**src/logic/dacif_defs.svh**
```systemverilog
`ifndef DACIF_DEFS_SVH
`define DACIF_DEFS_SVH

// ----------------------------------------------------------------
// Register byte offsets
// ----------------------------------------------------------------
`define DACIF_OFS_CONTROL_COMMAND 8'h00
`define DACIF_OFS_MODE_CONFIG 8'h04
`define DACIF_OFS_HOLDING_DATA 8'h08
`define DACIF_OFS_OUTPUT_DATA 8'h0C
`define DACIF_OFS_STATUS_FLAGS 8'h10
`define DACIF_OFS_IRQ_ENABLE_SET 8'h14
`define DACIF_OFS_IRQ_DISABLE_SET 8'h18
`define DACIF_OFS_IRQ_MASK_STATE 8'h1C
`define DACIF_OFS_EVENT_STATUS 8'h20
`define DACIF_OFS_EVENT_CLEAR 8'h24
`define DACIF_OFS_EVENT_ENABLE 8'h28

// ----------------------------------------------------------------
// Field positions
// ----------------------------------------------------------------
`define DACIF_BIT_SOFT_RESET_CMD 0
`define DACIF_BIT_TIMER_TRIGGER_ENABLE 0
`define DACIF_LSB_TRIGGER_SOURCE_SELECT 1
`define DACIF_MSB_TRIGGER_SOURCE_SELECT 3
`define DACIF_BIT_RESOLUTION_SELECT 4
`define DACIF_BIT_TRANSFER_DONE_FLAG 0
`define DACIF_BIT_TRANSFER_EVENT 0
`define DACIF_DATA_MSB 9
`define DACIF_SHIFT_8BIT 2

// ----------------------------------------------------------------
// Reset values, counts and transfer size codes
// ----------------------------------------------------------------
`define DACIF_RST_MODE_CONFIG 5'h00
`define DACIF_RST_DATA 10'h000
`define DACIF_TRIGGER_SOURCES 6
`define DACIF_HSIZE_BYTE 3'h0
`define DACIF_HSIZE_HALF 3'h1

`endif

```
**src/logic/dacif_pkg.sv**
```systemverilog
package dacif_pkg;

    typedef struct packed {
        logic [4:0] mode;
        logic [9:0] holding;
        logic [9:0] out_data;
        logic pending;
        logic done_flag;
        logic irq_mask;
        logic evt_status;
        logic evt_enable;
        logic [5:0] sync1;
        logic [5:0] sync2;
        logic [5:0] sync3;
        logic [5:0] stable;
        logic ap_valid;
        logic ap_write;
        logic [7:0] ap_addr;
        logic [2:0] ap_size;
        logic rd_wait;
        logic [31:0] rdata;
    } dacif_state_type;

endpackage

```
**src/logic/dacif_top.sv**
```systemverilog
// Functional notes
// - Mode bit 4 picks 10-bit operation when 0 and 8-bit operation when 1.
// - In 8-bit mode a holding write is stored shifted left by two with zero low bits.
// - DMA transfers are single bytes in 8-bit mode and half-words in 10-bit mode.
// - With timer triggering off, a holding write reaches the output one cycle later.
// - With timer triggering on, each rising edge of the chosen timer wave copies holding.
// - Mode bits 3..1 choose timer wave 0..5, values 6 and 7 choose none.
// - Status bit 0 is 0 while data waits, 1 once moved, 0 with triggering off or at reset.
// - Writing 1 to enable bit 0 turns the transfer-done interrupt on, 0 does nothing.
// - Writing 1 to disable bit 0 turns the transfer-done interrupt off, 0 does nothing.
// - Mask bit 0 reads 1 while the transfer-done interrupt is enabled.
// - Writing 1 to control bit 0 resets the converter logic, 0 does nothing.
// - Holding data reads back right-aligned in bits 9..0 after adjustment, others zero.
// - Output data reads the value under conversion, right-aligned, others zero.
// - Output data ignores bus writes and changes only by transfers from holding or by a soft reset.
`timescale 1ns/1ns
`include "dacif_defs.svh"

module dacif_top #(
    parameter int TRIGGER_SOURCES = `DACIF_TRIGGER_SOURCES
) (
    input wire logic clk,
    input wire logic rst_b,
    input wire logic hsel,
    input wire logic [31:0] haddr,
    input wire logic [1:0] htrans,
    input wire logic hwrite,
    input wire logic [2:0] hsize,
    input wire logic [31:0] hwdata,
    input wire logic hready,
    output logic hreadyout,
    output logic hresp,
    output logic [31:0] hrdata,
    input wire logic [TRIGGER_SOURCES-1:0] timer_wave_output,
    output logic [9:0] dac_value,
    output logic [2:0] dma_xfer_size,
    output logic irq
);

    dacif_pkg::dacif_state_type r_q;
    dacif_pkg::dacif_state_type r_d;

    logic wr_en;
    logic [9:0] wr_value;
    logic [2:0] trig_sel;
    logic trig_on;
    logic [5:0] wave_rise;
    logic trig_edge;
    logic [31:0] rd_mux;

    // ----------------------------------------------------------------
    // Read data selection
    // ----------------------------------------------------------------
    always_comb begin
        rd_mux = 32'h0000_0000;
        case (r_q.ap_addr)
            `DACIF_OFS_MODE_CONFIG: begin
                rd_mux[4:0] = r_q.mode;
            end
            `DACIF_OFS_HOLDING_DATA: begin
                rd_mux[9:0] = r_q.holding;
            end
            `DACIF_OFS_OUTPUT_DATA: begin
                rd_mux[9:0] = r_q.out_data;
            end
            `DACIF_OFS_STATUS_FLAGS: begin
                rd_mux[`DACIF_BIT_TRANSFER_DONE_FLAG] = r_q.done_flag;
            end
            `DACIF_OFS_IRQ_MASK_STATE: begin
                rd_mux[`DACIF_BIT_TRANSFER_DONE_FLAG] = r_q.irq_mask;
            end
            `DACIF_OFS_EVENT_STATUS: begin
                rd_mux[`DACIF_BIT_TRANSFER_EVENT] = r_q.evt_status;
            end
            `DACIF_OFS_EVENT_ENABLE: begin
                rd_mux[`DACIF_BIT_TRANSFER_EVENT] = r_q.evt_enable;
            end
            default: begin
                rd_mux = 32'h0000_0000;
            end
        endcase
    end

    // ----------------------------------------------------------------
    // Trigger selection
    // ----------------------------------------------------------------
    always_comb begin
        trig_sel = r_q.mode[`DACIF_MSB_TRIGGER_SOURCE_SELECT:`DACIF_LSB_TRIGGER_SOURCE_SELECT];
        trig_on = r_q.mode[`DACIF_BIT_TIMER_TRIGGER_ENABLE];
        // A rise counts once the second and third stages agree high
        wave_rise = 6'h00;
        wave_rise[TRIGGER_SOURCES-1:0] = r_q.sync2[TRIGGER_SOURCES-1:0]
            & r_q.sync3[TRIGGER_SOURCES-1:0] & ~r_q.stable[TRIGGER_SOURCES-1:0];
        trig_edge = 1'b0;
        if (trig_on && ({1'b0, trig_sel} < 4'(TRIGGER_SOURCES))) begin
            trig_edge = wave_rise[trig_sel];
        end
    end

    // ----------------------------------------------------------------
    // Next state
    // ----------------------------------------------------------------
    always_comb begin
        r_d = r_q;
        wr_en = r_q.ap_valid && r_q.ap_write;
        wr_value = `DACIF_RST_DATA;

        // Timer wave synchroniser
        r_d.sync1 = 6'h00;
        r_d.sync1[TRIGGER_SOURCES-1:0] = timer_wave_output;
        r_d.sync2 = r_q.sync1;
        r_d.sync3 = r_q.sync2;
        for (int i = 0; i < 6; i++) begin
            if (r_q.sync2[i] == r_q.sync3[i]) begin
                r_d.stable[i] = r_q.sync3[i];
            end
        end

        // Bus address phase
        if (hready) begin
            r_d.ap_valid = hsel && htrans[1];
            r_d.ap_write = hwrite;
            r_d.ap_addr = haddr[7:0];
            r_d.ap_size = hsize;
            r_d.rd_wait = hsel && htrans[1] && !hwrite;
        end else begin
            r_d.ap_valid = 1'b0;
            r_d.rd_wait = 1'b0;
        end

        // Reads take one wait state so prior writes are visible
        if (r_q.rd_wait) begin
            r_d.rdata = rd_mux;
        end

        // Transfer from holding to output
        if (!trig_on && r_q.pending) begin
            r_d.out_data = r_q.holding;
            r_d.pending = 1'b0;
            r_d.evt_status = 1'b1;
        end
        if (trig_edge) begin
            r_d.out_data = r_q.holding;
            r_d.pending = 1'b0;
            r_d.done_flag = 1'b1;
            r_d.evt_status = 1'b1;
        end

        // Register writes
        if (wr_en) begin
            case (r_q.ap_addr)
                `DACIF_OFS_CONTROL_COMMAND: begin
                    if (hwdata[`DACIF_BIT_SOFT_RESET_CMD]) begin
                        r_d.mode = `DACIF_RST_MODE_CONFIG;
                        r_d.holding = `DACIF_RST_DATA;
                        r_d.out_data = `DACIF_RST_DATA;
                        r_d.pending = 1'b0;
                        r_d.done_flag = 1'b0;
                        r_d.irq_mask = 1'b0;
                        r_d.evt_status = 1'b0;
                        r_d.evt_enable = 1'b0;
                    end
                end
                `DACIF_OFS_MODE_CONFIG: begin
                    r_d.mode = hwdata[4:0];
                    if (!hwdata[`DACIF_BIT_TIMER_TRIGGER_ENABLE]) begin
                        r_d.done_flag = 1'b0;
                    end else if (!trig_on) begin
                        r_d.done_flag = 1'b1;
                        r_d.pending = 1'b0;
                    end
                end
                `DACIF_OFS_HOLDING_DATA: begin
                    // Byte writes carry 8 data bits, wider writes 10
                    if (r_q.ap_size == `DACIF_HSIZE_BYTE) begin
                        wr_value = {2'b00, hwdata[7:0]};
                    end else begin
                        wr_value = hwdata[9:0];
                    end
                    if (r_q.mode[`DACIF_BIT_RESOLUTION_SELECT]) begin
                        r_d.holding = {wr_value[7:0], 2'b00};
                    end else begin
                        r_d.holding = wr_value;
                    end
                    r_d.pending = 1'b1;
                    if (trig_on) begin
                        r_d.done_flag = 1'b0;
                    end
                end
                `DACIF_OFS_IRQ_ENABLE_SET: begin
                    if (hwdata[`DACIF_BIT_TRANSFER_DONE_FLAG]) begin
                        r_d.irq_mask = 1'b1;
                    end
                end
                `DACIF_OFS_IRQ_DISABLE_SET: begin
                    if (hwdata[`DACIF_BIT_TRANSFER_DONE_FLAG]) begin
                        r_d.irq_mask = 1'b0;
                    end
                end
                `DACIF_OFS_EVENT_CLEAR: begin
                    // A transfer in the same cycle keeps the event set
                    if (hwdata[`DACIF_BIT_TRANSFER_EVENT] && !r_d.evt_status) begin
                        r_d.evt_status = 1'b0;
                    end else if (hwdata[`DACIF_BIT_TRANSFER_EVENT]) begin
                        r_d.evt_status = (!trig_on && r_q.pending) || trig_edge;
                    end
                end
                `DACIF_OFS_EVENT_ENABLE: begin
                    r_d.evt_enable = hwdata[`DACIF_BIT_TRANSFER_EVENT];
                end
                default: begin
                    r_d.rd_wait = r_d.rd_wait;
                end
            endcase
        end
    end

    // ----------------------------------------------------------------
    // State register
    // ----------------------------------------------------------------
    always_ff @(posedge clk) begin
        if (!rst_b) begin
            r_q <= '0;
        end else begin
            r_q <= r_d;
        end
    end

    // ----------------------------------------------------------------
    // Outputs
    // ----------------------------------------------------------------
    always_comb begin
        hreadyout = !r_q.rd_wait;
        hresp = 1'b0;
        hrdata = r_q.rdata;
        dac_value = r_q.out_data;
        if (r_q.mode[`DACIF_BIT_RESOLUTION_SELECT]) begin
            dma_xfer_size = `DACIF_HSIZE_BYTE;
        end else begin
            dma_xfer_size = `DACIF_HSIZE_HALF;
        end
        irq = (r_q.done_flag && r_q.irq_mask) || (r_q.evt_status && r_q.evt_enable);
    end

endmodule

```
**config.mk**
```make
export PLATFORM = sky130hd
export DESIGN_NAME = dacif_top
export DESIGN_NICKNAME = d
export VERILOG_FILES = /design/src/logic/dacif_pkg.sv /design/src/logic/dacif_top.sv
export VERILOG_INCLUDE_DIRS = /design/src /design/src/logic
export SDC_FILE = /design/constraint.sdc
export NUM_CORES = 1
export LEC_CHECK = 0
export ABC_CLOCK_PERIOD_IN_PS = 1700
export BUFFER_PORTS_ARGS = -buffer_cell sky130_fd_sc_hd__clkbuf_2
export CAP_MARGIN = 25
export CORE_AREA = 2 2 94 96
export CTS_CLUSTER_DIAMETER = 60
export DETAILED_ROUTE_END_ITERATION = 12
export DIE_AREA = 0 0 96 98
export PLACE_DENSITY = 0.78
export SETUP_SLACK_MARGIN = 0.2
export SYNTH_ARGS = -nofsm -noshare
export SYNTH_HDL_FRONTEND = slang
export SYNTH_SLANG_ARGS = --single-unit
```
**constraint.sdc**
```tcl
create_clock -name clk -period 1.7 [get_ports clk]
set_input_delay 0.34 -clock clk [delete_from_list [all_inputs] [get_ports clk]]
set_output_delay 0.34 -clock clk [all_outputs]
set_load 0.01 [all_outputs]
```
==> impl_results.md <==
* Run status: complete, no violations
* Lkg Pwr at 1.859 nW
* Via density per instance at 5.255
* Unrepaired setup endpoints after global routing: true
* Final hold vios at 0
* Synthesized instance count at 387
* Die area at between 0.009 and 0.01 sq mm
* Util after Layout at 52.11%
* Number of global-route vias before repair at 2631
* Ys flop type: dfxtp_1
* Post-DP HPWL at approximately 5.4 mm
* CTS Buffer Depth at 2
* DR WL/cell at 14.73 microns
* WP data required at a little under 2 ns
* Post-synth top cells: 78 x dfxtp_1, 46 x buf_4, 34 x nor2_1
* Core Area at 0.008466 sq mm
* Length of the first detailed-routing pass in iterations at 5
* Io pins at 128
* First-pass GRT wire length at 12.61 mm
* N_diodes at 0
* WHS at 0.1507 ns
* Area Growth Syn to Fin at 18.48%
* Sink Count at 78
* Htree depth at 3
* Peak supply drop at roughly 670 uV
* CTS tree: built
* Worst R2R Start: r_q[96]$_SDFFE_PN0P_
* Tmin final at roughly 1.6 ns
* Fillers at ~760
* RePlAce Congestion at 0.9444
* CP Cell Sequence: or4bb_4 -> nand3_4 -> a41oi_4 -> buf_12 -> mux2i_1
* Setup Viol. Count Final at 0
* Post-synth ARST share at 0%
* Top-count cell post-synth: dfxtp_1
* Distinct cell type count after synthesis at 51
* Setup crit start: r_q[96]$_SDFFE_PN0P_
* Remaining antenna violation count at 0
* Seq/Total Area, Yosys at 41.94%
* Dpl cells at roughly 530
* Final Cell Area at 0.004412 sq mm
* DP Area at 0.003956 sq mm
* Fmax achieved at around 630 MHz
* Critical path type: flip-flop to flip-flop
* Post-synth EDFFs at 0
* Area of the multi-input gates at about 0.0019 sq mm
* Max Cap Viol at 0
* Cts hold-fix bufs at 0
* Power Dens Cells at 894.6 mW/mm^2
* Clk_lat worst skew at roughly 0.36 ns
* Final worst-path cycle share at 93.78%
* Yosys top cell by area: dfxtp_1
* Initial antenna violation count at 0
* PortBufs at 55
* Critical path's top delay family: simple AND/OR/NAND/NOR gates
* Num CTS Buffers at 9
* Largest cells by area after synthesis: dfxtp_1 42%, buf_4 9.3%, mux2i_1 8.9%, and2_1 5.0%, nor2_1 3.4%
* Total gr overflow at 0
* Via count at 2890
* Initial Utilization at between 40% and 50%
* Share of cells above drive strength 1 at 34.16%
* Fin cells at 550
* GRT Total Usage at 17.28%
* Hold Crit Class: input pin to flip-flop
* FF+latch count, synth at 78
* Worst path max stage delay at 0.55 ns
* Warnings from Yosys at 0
* Clk root buf: clkbuf_8
* Pins Over Slew Limit at 0
* Clk slew on worst S/H paths at 0.09 ns
* Die width at 96 microns
* Num rows at 34
* Dpl ws at just under 0.09 ns
* Hold path start: hwrite
* CP Capture Type: flip-flop
* Synth Cell Area at 0.003724 sq mm
* Die Y at 98 microns
* Nets at 523
* Setup ws final at 0.1057 ns
* Syn avg cell area at between 9 and 10 sq um
* DRC Markers at 0
* Post-synth top area share at 41.94%
* TNS Setup at 0 ns
* Worst setup SP type: flip-flop
* Crit-path slowest cell: or4bb_4
* Layout Skew at 0.009821 ns
* Largest net degree at the start of global routing at 36
* Total power at ~3.9 mW
* WL final at ~8.1 mm
* Worst EP arrival at about 1.8 ns
* FF+latch area at approximately 0.0016 sq mm
* Buf+Inv Stages, Crit Path at 1
* First DRT Iteration DRCs at about 250
* CP max FO at 11
final timing paths:
path                            slack (ns)                       to  depth (start not counted)
worst max-delay path                  0.11  dac_value[8]$_SDFF_PN0_                          5
worst min-delay path                  0.15       r_q[32]$_SDFF_PN0_                          2
worst max register to register        0.11  dac_value[8]$_SDFF_PN0_                          5
worst min register to register        0.44       r_d[52]$_SDFF_PN0_                          1
layout make-up:
class / instances / area share, %
multi-input combinational: 261 / 43.05
sequential: 78 / 36.22
timing repair buffer: 81 / 11.23
clock buffer: 10 / 3.120
tap: 108 / 3.063
clock inverter: 6 / 2.638
inverter: 6 / 0.6807
where the power goes:
part | internal [mW] | switching, mW
clock network | 1.03 | 0.702
logic | 0.142 | 0.178
registers | 1.86 | 0.0388
cells by family after synthesis:
family,synth area share (%)
buffers and inverters,12.30
AO/OA/AOI/OAI,12.03
multiplexers,12.20
other,0.1007
adder cells (fa/ha/maj),2.016
flip-flops,41.94
XOR/XNOR,0.2353
AND/OR/NAND/NOR,19.19
metal layers:
metal / track usage [%] / up-vias / part of all wire, %
li1: - / 1388 / -
met1: 22.23 / 1351 / 43
met2: 26.82 / 129 / 47
met3: 6.173 / 22 / 7.9
met4: 5.604 / 0 / 2.2
met5: 0 / - / 0
registers in the layout, summed over array words and instances, names as in the netlist:
signal	count
r_q	46
r_d	12
dac_value	10
hrdata	10
placed cells by master (no fill, tap or decap), types with 7 or more instances in the layout:
cell | synthesis | final
clkbuf_2 | 0 | 55
o2bb2ai_1 | 9 | 9
a31oi_1 | 7 | 7
mux2i_1 | 33 | 33
dfxtp_2 | 0 | 11
dfxtp_1 | 78 | 61
a22oi_2 | 0 | 8
nor2_1 | 34 | 33
nand2_1 | 27 | 27
buf_4 | 46 | 20
and2_1 | 30 | 30
mux2_2 | 11 | 11
clkbuf_8 | 0 | 10
conb_1 | 1 | 25
a22oi_1 | 15 | 7
timing repair:
action | CTS | global route
gates cloned | 0 | 2
setup buffers | 2 | 3
gates resized for setup | 10 | 36
setup endpoints to repair | 31 | 37
pin swaps | 4 | 15
Power figures use the tool's default switching activity.
